--- config.mk ---
export PLATFORM = sky130hd
export DESIGN_NAME = adcts_top
export DESIGN_NICKNAME = d
export VERILOG_FILES = /design/src/rtl/adcts_pkg.sv /design/src/rtl/adcts_state_timer.sv /design/src/rtl/adcts_top.sv
export VERILOG_INCLUDE_DIRS = /design/src /design/src/rtl
export SDC_FILE = /design/constraint.sdc
export NUM_CORES = 1
export LEC_CHECK = 0
export ABC_AREA = 1
export BUFFER_PORTS_ARGS = -buffer_cell sky130_fd_sc_hd__buf_2
export CORE_MARGIN = 2
export CORE_UTILIZATION = 40
export CTS_BUF_LIST = sky130_fd_sc_hd__clkbuf_8 sky130_fd_sc_hd__clkbuf_16
export CTS_CLUSTER_SIZE = 14
export DETAILED_ROUTE_END_ITERATION = 12
export GPL_TIMING_DRIVEN = 0
export SKIP_LAST_GASP = 1
export SLEW_MARGIN = 30
export SYNTH_ARGS = -nofsm -noshare
export SYNTH_HDL_FRONTEND = slang
export SYNTH_SLANG_ARGS = --single-unit
--- constraint.sdc ---
create_clock -name clock_i -period 7.05 [get_ports clock_i]
set_input_delay 0.705 -clock clock_i [delete_from_list [all_inputs] [get_ports clock_i]]
set_output_delay 0.705 -clock clock_i [all_outputs]
set_load 0.01 [all_outputs]
--- src/rtl/adcts_consts.svh ---
// Purpose: shared offsets, field positions, reset values and codes
// Assumes: 20-bit byte addresses on the register port
// Notes:   definitions only
`ifndef ADCTS_CONSTS_SVH
`define ADCTS_CONSTS_SVH

`define ADCTS_ADDR_W        20
`define ADCTS_DATA_W        16
`define ADCTS_OFF_ADDCNT    20'h8_900c
`define ADCTS_OFF_EXTCTL    20'h8_900e
`define ADCTS_OFF_TRIG      20'h8_9010
`define ADCTS_OFF_INTSRC    20'h8_9012
`define ADCTS_OFF_SST0      20'h8_9060
`define ADCTS_OFF_SSTH      20'h8_9061
`define ADCTS_OFF_SSTT      20'h8_9070
`define ADCTS_OFF_SSTV      20'h8_9071
`define ADCTS_OFF_SST1      20'h8_9073
`define ADCTS_OFF_SST2      20'h8_9074
`define ADCTS_OFF_SST3      20'h8_9075
`define ADCTS_OFF_SST4      20'h8_9076
`define ADCTS_OFF_SST6      20'h8_9078
`define ADCTS_OFF_SCANCTL   20'h8_9080

`define ADCTS_MASK_ADDCNT   16'h0003
`define ADCTS_MASK_EXTCTL   16'h8020
`define ADCTS_MASK_TRIG     16'h0f0f
`define ADCTS_MASK_INTSRC   16'h0303
`define ADCTS_MASK_SCANCTL  16'h003f

`define ADCTS_BIT_ACE       5
`define ADCTS_BIT_FMT       15
`define ADCTS_LSB_TRSB      0
`define ADCTS_LSB_TRSA      8
`define ADCTS_BIT_TEMP_SUM_SEL     0
`define ADCTS_BIT_VREF_SUM_SEL     1
`define ADCTS_BIT_TSS       8
`define ADCTS_BIT_OCS       9
`define ADCTS_BIT_GO        0
`define ADCTS_BIT_HWEN      1
`define ADCTS_BIT_PINSEL    2
`define ADCTS_LSB_MODE      3
`define ADCTS_BIT_DUP       5

`define ADCTS_SST_RESET     8'h14
`define ADCTS_SST_NUM       9
`define ADCTS_SST_CH6       4'h5
`define ADCTS_SST_HIGH      4'h6
`define ADCTS_SST_TEMP      4'h7
`define ADCTS_SST_VREF      4'h8

`define ADCTS_MODE_SINGLE   2'h0
`define ADCTS_MODE_GROUP    2'h1
`define ADCTS_MODE_CONT     2'h2

`define ADCTS_TRIG_NUM      9
`define ADCTS_TRIG_NONE     4'h0
`define ADCTS_TRIG_MAX      4'h9

`define ADCTS_ITEMS         19
`define ADCTS_CH_MASK       16'hff5f
`define ADCTS_ITEM_DUP      19'h1_0000
`define ADCTS_ITEM_TEMP     19'h2_0000
`define ADCTS_ITEM_VREF     19'h4_0000
`define ADCTS_IDX_DUP       5'h10
`define ADCTS_IDX_TEMP      5'h11
`define ADCTS_IDX_VREF      5'h12
`define ADCTS_SRC_TEMP      5'h10
`define ADCTS_SRC_VREF      5'h11

`endif

--- src/rtl/adcts_pkg.sv ---
// Purpose: types of the trigger and sampling control block
// Assumes: constants come from adcts_consts.svh
// Notes:   state encoding left to the tool
package adcts_pkg;
    typedef enum logic [1:0] {
        ADCTS_ST_IDLE,
        ADCTS_ST_PICK,
        ADCTS_ST_SAMPLE,
        ADCTS_ST_CONV
    } adcts_state_t;
endpackage

--- src/rtl/adcts_state_timer.sv ---
// Purpose: counts sampling states of the conversion clock
// Assumes: one state is one clock_i cycle
// Notes:   run_o stays high for states_i plus one cycles
`timescale 1ns/100ps
module adcts_state_timer #(
    parameter int W = 8
) (
    input  wire logic         clock_i,
    input  wire logic         rst_n_i,
    input  wire logic         start_i,
    input  wire logic [W-1:0] states_i,
    output logic              run_o,
    output logic              done_o
);
    logic [W-1:0] cnt_ff;
    logic         run_ff;

    assign done_o = run_ff && (cnt_ff == '0);
    assign run_o  = run_ff;

    // programmed count plus one extra state
    always_ff @(posedge clock_i or negedge rst_n_i) begin
        if (!rst_n_i) begin
            cnt_ff <= '0;
            run_ff <= 1'b0;
        end else if (start_i) begin
            cnt_ff <= states_i;
            run_ff <= 1'b1;
        end else if (done_o) begin
            run_ff <= 1'b0;
        end else if (run_ff) begin
            cnt_ff <= cnt_ff - W'(1);
        end
    end
endmodule

--- src/rtl/adcts_top.sv ---
// Purpose: trigger selection, addition, alignment and sampling time control
// Assumes: triggers and pin are synchronous to clock_i; one state = one cycle
// Notes:   result storage lives outside; this block writes and clears it
// Function
// - addition code selects one to four conversions
// - one addition count for all sources
// - auto clear zeroes result after read
// - format bit selects right or left alignment
// - added results always stored left aligned
// - group B trigger field starts group B
// - primary trigger field starts single, continuous, group A
// - software start works regardless of trigger setup
// - trigger codes map to nine timer/event sources
// - sensor and reference addition store the sum
// - temperature select converts sensor in single scan
// - reference select converts internal reference, single scan
// - sampling fields hold 6 to 255 states; the fields store any 8-bit value, 0 to 255
// - sample programmed states plus one; reset 20
// - separate sampling fields per channel group
// - reserved bits read zero
// - triggers ignored while a scan runs
`timescale 1ns/100ps
`include "adcts_consts.svh"
module adcts_top
    import adcts_pkg::*;
(
    input  wire logic                       clock_i,
    input  wire logic                       rst_n_i,
    input  wire logic [`ADCTS_ADDR_W-1:0]   reg_addr_i,
    input  wire logic [`ADCTS_DATA_W-1:0]   reg_wdata_i,
    input  wire logic                       reg_wr_i,
    input  wire logic                       reg_rd_i,
    output logic      [`ADCTS_DATA_W-1:0]   reg_rdata_o,
    input  wire logic [15:0]                group_a_channels_i,
    input  wire logic [15:0]                group_b_channels_i,
    input  wire logic [15:0]                sum_channels_i,
    input  wire logic [4:0]                 dup_channel_sel_i,
    input  wire logic [`ADCTS_TRIG_NUM-1:0] trig_src_i,
    input  wire logic                       ext_trigger_pin_n_i,
    output logic                            sampling_o,
    output logic      [4:0]                 sample_src_o,
    output logic                            conv_start_o,
    input  wire logic                       conv_done_i,
    input  wire logic [11:0]                conv_data_i,
    output logic                            result_wr_o,
    output logic      [4:0]                 result_idx_o,
    output logic      [15:0]                result_data_o,
    input  wire logic                       result_read_i,
    input  wire logic [4:0]                 result_read_idx_i,
    output logic                            result_clear_o,
    output logic      [4:0]                 result_clear_idx_o,
    output logic                            busy_o
);
    // ---------------- registers ----------------
    logic [1:0]  addcnt_ff;
    logic        ace_ff;
    logic        fmt_ff;
    logic [3:0]  trsb_ff;
    logic [3:0]  trsa_ff;
    logic        temp_sum_sel_ff;
    logic        vref_sum_sel_ff;
    logic        tss_ff;
    logic        ocs_ff;
    logic [7:0]  sst_ff [`ADCTS_SST_NUM];
    logic        hwen_ff;
    logic        pinsel_ff;
    logic [1:0]  mode_ff;
    logic        dup_en_ff;
    logic        go_ff;
    logic [15:0] rdata_ff;

    // ---------------- sequencing state ----------------
    adcts_state_t               state_ff;
    adcts_state_t               nxt_state;
    logic [`ADCTS_ITEMS-1:0]    pending_ff;
    logic [`ADCTS_ITEMS-1:0]    nxt_pending;
    logic [4:0]                 item_ff;
    logic [4:0]                 nxt_item;
    logic [1:0]                 rep_ff;
    logic [1:0]                 nxt_rep;
    logic [13:0]                acc_ff;
    logic [13:0]                nxt_acc;
    logic                       nxt_go;
    logic                       grp_b_ff;
    logic                       nxt_grp_b;
    logic                       dup_sync_ff;
    logic                       nxt_dup_sync;
    logic                       dup_second_ff;
    logic                       pin_prev_ff;
    logic [4:0]                 src_ff;
    logic                       res_wr_ff;
    logic [4:0]                 res_idx_ff;
    logic [15:0]                res_data_ff;
    logic                       clr_ff;
    logic [4:0]                 clr_idx_ff;
    logic                       tmr_start;
    logic                       tmr_done;
    logic                       store;

    // ---------------- helpers ----------------
    function automatic logic [4:0] lowest_item(input logic [`ADCTS_ITEMS-1:0] m);
        logic [4:0] r;
        r = 5'h00;
        for (int i = `ADCTS_ITEMS - 1; i >= 0; i--) begin
            if (m[i]) begin
                r = 5'(i);
            end
        end
        return r;
    endfunction

    // only codes 1..9 reach a source
    function automatic logic trig_hit(input logic [3:0] code,
                                      input logic [`ADCTS_TRIG_NUM-1:0] src);
        logic [3:0] k;
        k = code - 4'h1;
        if (code == `ADCTS_TRIG_NONE || code > `ADCTS_TRIG_MAX) begin
            return 1'b0;
        end
        return src[k];
    endfunction

    // sampling field that serves an item
    function automatic logic [3:0] sst_of(input logic [4:0] it, input logic [4:0] dch);
        logic [4:0] ch;
        ch = (it == `ADCTS_IDX_DUP) ? dch : it;
        if (it == `ADCTS_IDX_TEMP) begin
            return `ADCTS_SST_TEMP;
        end
        if (it == `ADCTS_IDX_VREF) begin
            return `ADCTS_SST_VREF;
        end
        if (ch[4] || ch[3]) begin
            return `ADCTS_SST_HIGH;
        end
        if (ch == 5'h06) begin
            return `ADCTS_SST_CH6;
        end
        return ch[3:0];
    endfunction

    // ---------------- register decode ----------------
    wire hit_addcnt  = reg_addr_i == `ADCTS_OFF_ADDCNT;
    wire hit_extctl  = reg_addr_i == `ADCTS_OFF_EXTCTL;
    wire hit_trig    = reg_addr_i == `ADCTS_OFF_TRIG;
    wire hit_intsrc  = reg_addr_i == `ADCTS_OFF_INTSRC;
    wire hit_scanctl = reg_addr_i == `ADCTS_OFF_SCANCTL;
    wire [3:0] sst_idx =
        (reg_addr_i == `ADCTS_OFF_SST0) ? 4'h0 :
        (reg_addr_i == `ADCTS_OFF_SST1) ? 4'h1 :
        (reg_addr_i == `ADCTS_OFF_SST2) ? 4'h2 :
        (reg_addr_i == `ADCTS_OFF_SST3) ? 4'h3 :
        (reg_addr_i == `ADCTS_OFF_SST4) ? 4'h4 :
        (reg_addr_i == `ADCTS_OFF_SST6) ? `ADCTS_SST_CH6 :
        (reg_addr_i == `ADCTS_OFF_SSTH) ? `ADCTS_SST_HIGH :
        (reg_addr_i == `ADCTS_OFF_SSTT) ? `ADCTS_SST_TEMP :
        (reg_addr_i == `ADCTS_OFF_SSTV) ? `ADCTS_SST_VREF : 4'hf;
    wire hit_sst = sst_idx != 4'hf;
    wire [15:0] wmask_d = reg_wdata_i;

    wire [15:0] rd_addcnt  = {14'h0000, addcnt_ff};
    wire [15:0] rd_extctl  = {fmt_ff, 9'h000, ace_ff, 5'h00};
    wire [15:0] rd_trig    = {4'h0, trsa_ff, 4'h0, trsb_ff};
    wire [15:0] rd_intsrc  = {6'h00, ocs_ff, tss_ff, 6'h00, vref_sum_sel_ff, temp_sum_sel_ff};
    wire [15:0] rd_scanctl = {10'h000, dup_en_ff, mode_ff, pinsel_ff, hwen_ff, go_ff};
    wire [15:0] rd_val =
        hit_addcnt  ? rd_addcnt  :
        hit_extctl  ? rd_extctl  :
        hit_trig    ? rd_trig    :
        hit_intsrc  ? rd_intsrc  :
        hit_scanctl ? rd_scanctl :
        hit_sst     ? {8'h00, sst_ff[sst_idx]} : 16'h0000;

    // ---------------- start sources ----------------
    wire sw_ctl   = reg_wr_i && hit_scanctl;
    wire sw_go    = sw_ctl && wmask_d[`ADCTS_BIT_GO];
    wire sw_stop  = sw_ctl && !wmask_d[`ADCTS_BIT_GO];
    wire pin_fall = pin_prev_ff && !ext_trigger_pin_n_i;
    wire sync_a   = hwen_ff && !pinsel_ff && trig_hit(trsa_ff, trig_src_i);
    wire pin_a    = hwen_ff && pinsel_ff && (trsa_ff == `ADCTS_TRIG_NONE)
                    && pin_fall;
    wire sync_b   = hwen_ff && (mode_ff == `ADCTS_MODE_GROUP)
                    && trig_hit(trsb_ff, trig_src_i);
    wire idle     = !go_ff;
    wire start_a  = idle && (sw_go || sync_a || pin_a);
    wire start_b  = idle && !start_a && sync_b;

    wire single   = mode_ff == `ADCTS_MODE_SINGLE;
    wire [`ADCTS_ITEMS-1:0] load_a =
        (tss_ff && single) ? `ADCTS_ITEM_TEMP :
        (ocs_ff && single) ? `ADCTS_ITEM_VREF :
        (dup_en_ff && mode_ff != `ADCTS_MODE_CONT) ? `ADCTS_ITEM_DUP :
        {3'b000, group_a_channels_i & `ADCTS_CH_MASK};
    wire [`ADCTS_ITEMS-1:0] load_b = {3'b000, group_b_channels_i & `ADCTS_CH_MASK};

    // ---------------- per item settings ----------------
    wire [4:0] low_item = lowest_item(pending_ff);
    wire [4:0] pick_item = (state_ff == ADCTS_ST_PICK) ? low_item : item_ff;
    wire [3:0] sst_sel = sst_of(pick_item, dup_channel_sel_i);
    wire [4:0] pick_src =
        (low_item == `ADCTS_IDX_TEMP) ? `ADCTS_SRC_TEMP :
        (low_item == `ADCTS_IDX_VREF) ? `ADCTS_SRC_VREF :
        (low_item == `ADCTS_IDX_DUP)  ? dup_channel_sel_i : low_item;
    wire sum_mode =
        (item_ff == `ADCTS_IDX_TEMP) ? temp_sum_sel_ff :
        (item_ff == `ADCTS_IDX_VREF) ? vref_sum_sel_ff :
        (item_ff == `ADCTS_IDX_DUP)  ? sum_channels_i[dup_channel_sel_i[3:0]] :
        sum_channels_i[item_ff[3:0]];
    wire [1:0]  reps     = sum_mode ? addcnt_ff : 2'b00;
    wire [13:0] total    = acc_ff + {2'b00, conv_data_i};
    wire        last_rep = rep_ff == reps;
    wire [15:0] aligned  =
        sum_mode ? {total, 2'b00} :
        fmt_ff   ? {conv_data_i, 4'h0} : {4'h0, conv_data_i};
    wire to_dup = dup_sync_ff && dup_second_ff;
    wire [4:0] store_idx =
        (item_ff != `ADCTS_IDX_DUP) ? item_ff :
        to_dup ? `ADCTS_IDX_DUP : dup_channel_sel_i;

    assign store        = (state_ff == ADCTS_ST_CONV) && conv_done_i && last_rep;
    assign tmr_start    = ((state_ff == ADCTS_ST_PICK) && (pending_ff != '0)) ||
                          ((state_ff == ADCTS_ST_CONV) && conv_done_i && !last_rep);
    assign conv_start_o = (state_ff == ADCTS_ST_SAMPLE) && tmr_done;

    // ---------------- sequencer ----------------
    always_comb begin
        nxt_state    = state_ff;
        nxt_pending  = pending_ff;
        nxt_item     = item_ff;
        nxt_rep      = rep_ff;
        nxt_acc      = acc_ff;
        nxt_go       = go_ff;
        nxt_grp_b    = grp_b_ff;
        nxt_dup_sync = dup_sync_ff;
        case (state_ff)
            ADCTS_ST_IDLE: begin
                if (start_a || start_b) begin
                    nxt_pending  = start_a ? load_a : load_b;
                    nxt_grp_b    = start_b;
                    nxt_dup_sync = start_a && sync_a && !sw_go;
                    nxt_go       = 1'b1;
                    nxt_state    = ADCTS_ST_PICK;
                end
            end
            ADCTS_ST_PICK: begin
                if (pending_ff != '0) begin
                    nxt_item  = low_item;
                    nxt_rep   = 2'b00;
                    nxt_acc   = 14'h0000;
                    nxt_state = ADCTS_ST_SAMPLE;
                end else if (mode_ff == `ADCTS_MODE_CONT && !grp_b_ff) begin
                    nxt_pending = load_a;
                end else begin
                    nxt_go    = 1'b0;
                    nxt_state = ADCTS_ST_IDLE;
                end
            end
            ADCTS_ST_SAMPLE: begin
                if (tmr_done) begin
                    nxt_state = ADCTS_ST_CONV;
                end
            end
            ADCTS_ST_CONV: begin
                if (conv_done_i) begin
                    nxt_acc = total;
                    if (last_rep) begin
                        nxt_pending = pending_ff & ~(`ADCTS_ITEMS'(1) << item_ff);
                        nxt_state   = ADCTS_ST_PICK;
                    end else begin
                        nxt_rep   = rep_ff + 2'b01;
                        nxt_state = ADCTS_ST_SAMPLE;
                    end
                end
            end
            default: begin
                nxt_state = ADCTS_ST_IDLE;
            end
        endcase
        if (sw_stop) begin
            nxt_state   = ADCTS_ST_IDLE;
            nxt_pending = '0;
            nxt_go      = 1'b0;
        end
    end

    adcts_state_timer #(
        .W (8)
    ) u_timer (
        .clock_i  (clock_i),
        .rst_n_i  (rst_n_i),
        .start_i  (tmr_start),
        .states_i (sst_ff[sst_sel]),
        .run_o    (sampling_o),
        .done_o   (tmr_done)
    );

    always_ff @(posedge clock_i or negedge rst_n_i) begin
        if (!rst_n_i) begin
            state_ff    <= ADCTS_ST_IDLE;
            pending_ff  <= '0;
            item_ff     <= 5'h00;
            rep_ff      <= 2'b00;
            acc_ff      <= 14'h0000;
            go_ff       <= 1'b0;
            grp_b_ff    <= 1'b0;
            dup_sync_ff <= 1'b0;
            pin_prev_ff <= 1'b1;
            src_ff      <= 5'h00;
        end else begin
            state_ff    <= nxt_state;
            pending_ff  <= nxt_pending;
            item_ff     <= nxt_item;
            rep_ff      <= nxt_rep;
            acc_ff      <= nxt_acc;
            go_ff       <= nxt_go;
            grp_b_ff    <= nxt_grp_b;
            dup_sync_ff <= nxt_dup_sync;
            pin_prev_ff <= ext_trigger_pin_n_i;
            if (state_ff == ADCTS_ST_PICK) begin
                src_ff <= pick_src;
            end
        end
    end

    // duplication alternates channel and duplicate register per sync scan
    always_ff @(posedge clock_i or negedge rst_n_i) begin
        if (!rst_n_i) begin
            dup_second_ff <= 1'b0;
        end else if (!dup_en_ff) begin
            dup_second_ff <= 1'b0;
        end else if (store && item_ff == `ADCTS_IDX_DUP && dup_sync_ff) begin
            dup_second_ff <= !dup_second_ff;
        end
    end

    // result write and clear-on-read strobes
    always_ff @(posedge clock_i or negedge rst_n_i) begin
        if (!rst_n_i) begin
            res_wr_ff   <= 1'b0;
            res_idx_ff  <= 5'h00;
            res_data_ff <= 16'h0000;
            clr_ff      <= 1'b0;
            clr_idx_ff  <= 5'h00;
        end else begin
            res_wr_ff  <= store;
            clr_ff     <= result_read_i && ace_ff;
            clr_idx_ff <= result_read_idx_i;
            if (store) begin
                res_idx_ff  <= store_idx;
                res_data_ff <= aligned;
            end
        end
    end

    // software register file; reserved bits are never stored
    always_ff @(posedge clock_i or negedge rst_n_i) begin
        if (!rst_n_i) begin
            addcnt_ff <= 2'b00;
            ace_ff    <= 1'b0;
            fmt_ff    <= 1'b0;
            trsb_ff   <= 4'h0;
            trsa_ff   <= 4'h0;
            temp_sum_sel_ff  <= 1'b0;
            vref_sum_sel_ff  <= 1'b0;
            tss_ff    <= 1'b0;
            ocs_ff    <= 1'b0;
            hwen_ff   <= 1'b0;
            pinsel_ff <= 1'b0;
            mode_ff   <= `ADCTS_MODE_SINGLE;
            dup_en_ff <= 1'b0;
            rdata_ff  <= 16'h0000;
            for (int i = 0; i < `ADCTS_SST_NUM; i++) begin
                sst_ff[i] <= `ADCTS_SST_RESET;
            end
        end else begin
            rdata_ff <= reg_rd_i ? rd_val : 16'h0000;
            if (reg_wr_i && hit_addcnt) begin
                addcnt_ff <= wmask_d[1:0];
            end
            if (reg_wr_i && hit_extctl) begin
                ace_ff <= wmask_d[`ADCTS_BIT_ACE];
                fmt_ff <= wmask_d[`ADCTS_BIT_FMT];
            end
            if (reg_wr_i && hit_trig) begin
                trsb_ff <= wmask_d[`ADCTS_LSB_TRSB +: 4];
                trsa_ff <= wmask_d[`ADCTS_LSB_TRSA +: 4];
            end
            if (reg_wr_i && hit_intsrc) begin
                temp_sum_sel_ff <= wmask_d[`ADCTS_BIT_TEMP_SUM_SEL];
                vref_sum_sel_ff <= wmask_d[`ADCTS_BIT_VREF_SUM_SEL];
                tss_ff   <= wmask_d[`ADCTS_BIT_TSS];
                ocs_ff   <= wmask_d[`ADCTS_BIT_OCS];
            end
            if (sw_ctl) begin
                hwen_ff   <= wmask_d[`ADCTS_BIT_HWEN];
                pinsel_ff <= wmask_d[`ADCTS_BIT_PINSEL];
                mode_ff   <= wmask_d[`ADCTS_LSB_MODE +: 2];
                dup_en_ff <= wmask_d[`ADCTS_BIT_DUP];
            end
            if (reg_wr_i && hit_sst) begin
                sst_ff[sst_idx] <= wmask_d[7:0];
            end
        end
    end

    assign reg_rdata_o        = rdata_ff;
    assign sample_src_o       = src_ff;
    assign result_wr_o        = res_wr_ff;
    assign result_idx_o       = res_idx_ff;
    assign result_data_o      = res_data_ff;
    assign result_clear_o     = clr_ff;
    assign result_clear_idx_o = clr_idx_ff;
    assign busy_o             = go_ff;
endmodule

==> reports/results.ini <==
[place]
hpwl_mm=31.7
port_buffers=162
place.gp.congestion=0.984
dp_slack_ns=3.14

[synth]
yosysWarnings=0
avgSynthCellArea_um2=7.34
synth-edff-count=0
async_reset_ff_share_pct=100
yosysTopAreaCell=dfrtp_1
synthDistinctLibCells=64
synth_cells=1633
synth_top_cell_area_share_pct=36.7
yosys-top-cells-area=dfrtp_1 (37%), nand2_1 (14%), o21ai_0 (7.3%)
synth_compound_area_share_pct=18.8
synth_top_family_by_area=simple AND/OR/NAND/NOR gates
synth.mux.area_fraction_pct=0.282
synthXorXnorAreaFrac_pct=1.53
syn_area_um2=12000
yosys.area_share.simple_pct=28.0
synth_flop_cell=dfrtp_1
ys_seq_area_share_pct=40.9
synth-seq-cells=195
synthAdderAreaFrac_pct=1.94

[routing]
viasPerCell=5.46
drt-initial-drc-count=1058
routed_wl_mm=41.1
drc=0
ant_nets=0
dr.pass1.iters=5
wl_per_cell_um=18.5
vias=12100

[worst_setup_path]
crit_type=reg -> reg
path_max_fanout=10
cp-end-kind=flip-flop
start_kind=flip-flop
rr_worst_depth=14
critical_path_arrival_ns=4.08
rr_endpoint=pending_ff[12]$_DFFE_PN0P_
required_ns=7.37
ff2ff_setup_slack_ns=3.29
r2r-start=trsb_ff[0]$_DFFE_PN0P_

[sta]
hold_viol=0
timing.fmax_ghz=0.266
postLayoutSetupSlackWorst_ns=3.29
fin_tns_setup_ns=0
tightest_slew_ns=0.930
fin_crit_sh_pct=53.3
slew_headroom_pct=38.0
fin_crit_ns=3.76
rsz0062_at_grt=no
whs_ns=0.144
slew_viol_final=0
setup_viol=0
clock_skew_ns=0.0156

[run]
max_cap_violations=0

[floorplanning]
placementRows=63
start_util_pct=40.6
die-area_um2=31400
die_w_um=177
boundaryPins=174
die_y_um=177
coreArea_um2=29600

[cts]
cts.sinks=195
cts_tree=yes
cts_setup_buffers=0
ctsHoldBuffers=0
clk_pin_slew_worst_paths_ns=0.07
cts_buffer_depth=2
clkLatencyLatePin_ns=0.45
cts_buffers=17
cts-root-buf=clkbuf_16
cts-resized-gates=0
htree_num_levels=4

[cells_and_area]
final_common_cell=nand2_1
syn2layout_area_growth_pct=16.1
drive_gt1_share_pct=16.7
final_cell_mix=nand2_1 (444), buf_2 (178), dfrtp_1 (176)
nets=1958

[global_routing]
grt.overflow.total=0
grt_pass1_vias=11700
grtUsageTotal_pct=26.7
grt_start_max_net_pins=84
grt_pass1_wl_mm=64.9
antenna_found_initial=2

[power]
powerDensity_nw_per_um2=362
leakagePower_uw=0.00660
ir_drop_uv=168
power.total_uw=5040

[min_path]
hp-class=in -> async

[run_status]
status=complete, no violations

-- worst max path at each step --
stage	start	end	slack [ns]	cells after the start
global route	trsb_ff[0]$_DFFE_PN0P_	pending_ff[12]$_DFFE_PN0P_	3.00	14
detailed placement	reg_addr_i[9]	reg_rdata_o[4]$_DFF_PN0_	3.14	15
floorplan	conv_data_i[0]	result_data_o[14]$_DFFE_PN0P_	4.09	15
finish	trsb_ff[0]$_DFFE_PN0P_	pending_ff[12]$_DFFE_PN0P_	3.29	14
global placement	rst_n_i	sst_ff[27]$_DFFE_PN0P_	1.89	1
CTS	trsb_ff[0]$_DFFE_PN0P_	pending_ff[12]$_DFFE_PN0P_	3.27	14
-- critical path, stage by stage (launching register included) --
cell	delay, ns
dfrtp_1	0.35
clkbuf_1	0.34
inv_1	0.18
ha_1	0.37
inv_1	0.09
a21oi_1	0.05
a221oi_1	0.28
nor3b_1	0.08
nor4_1	0.46
nand2_1	0.20
nand4_1	0.15
o21ai_1	0.15
a211oi_4	0.53
buf_4	0.30
o21ai_1	0.09
-- routing by layer --
metal,up-vias,track usage (%),share of wire [%]
met5,-,0,0.032
met4,2,9.44,2.9
met3,75,4.57,5.9
met2,424,44.1,47
met1,5786,35.2,44
li1,5857,-,-
-- synth_stat cells, drive strengths merged (4+ instances only) --
library cell,instances
nand2,456
o21ai,195
inv,180
dfrtp,176
nand3,122
nor2,110
a21oi,70
clkbuf,33
buf,32
o22ai,24
nand3b,20
nor3,20
dfstp,19
ha,17
o211ai,14
xor2,14
a31oi,13
nor4,12
nand4,11
a2111oi,10
a211oi,8
a221oi,8
o31ai,8
or2,8
xnor2,7
o2111ai,5
o221ai,5
a22oi,4
clkinv,4
o21bai,4
-- power by group --
| group | total (uW) | switching [uW] | internal (uW) | leakage, uW |
|---|---|---|---|---|
| logic | 2620 | 1770 | 857 | 0.00378 |
| clock network | 950 | 455 | 494 | 0.000280 |
| registers | 1470 | 152 | 1320 | 0.00254 |
| total | 5040 | 2370 | 2670 | 0.00660 |
-- cell families (layout without fill, tap and decap cells) --
group	Yosys count	after routing
multiplexers	3	3
flip-flops	195	195
AND/OR/NAND/NOR	762	762
other	1	5
buffers and inverters	249	445
AO/OA/AOI/OAI	384	384
XOR/XNOR	21	21
adder cells (fa/ha/maj)	18	18
-- metrics by stage --
stage	util, %	instances	area [um2]
after floorplan	-	1635	12000
after global placement	45.0	2187	13300
after detailed placement	45.2	2189	13400
after CTS	47.1	2221	13900
after global routing	47.1	2222	13900
final	47.1	2223	13900
-- registers in the layout (all words and copies together), names as in the netlist, 2 cells and up --
register and flops:
mode_ff 2, result_clear_idx_o 5, trsa_ff 4, result_data_o 16, acc_ff 14, sst_ff 72
sample_src_o 5, state_ff 2, item_ff 5, u_timer.cnt_ff 8, reg_rdata_o 13, addcnt_ff 2
result_idx_o 5, pending_ff 19, trsb_ff 4, rep_ff 2
-- layout make-up --
type / count / area, um2
antenna: 2 / 5.00
tap: 390 / 488
inverter: 184 / 692
buffer: 65 / 322
multi-input combinational: 1191 / 6080
clock buffer: 18 / 439
sequential: 195 / 4900
timing repair buffer: 164 / 876
fill: 3078 / 15600
clock inverter: 14 / 119
No activity file was read; power rests on OpenSTA's default activity.
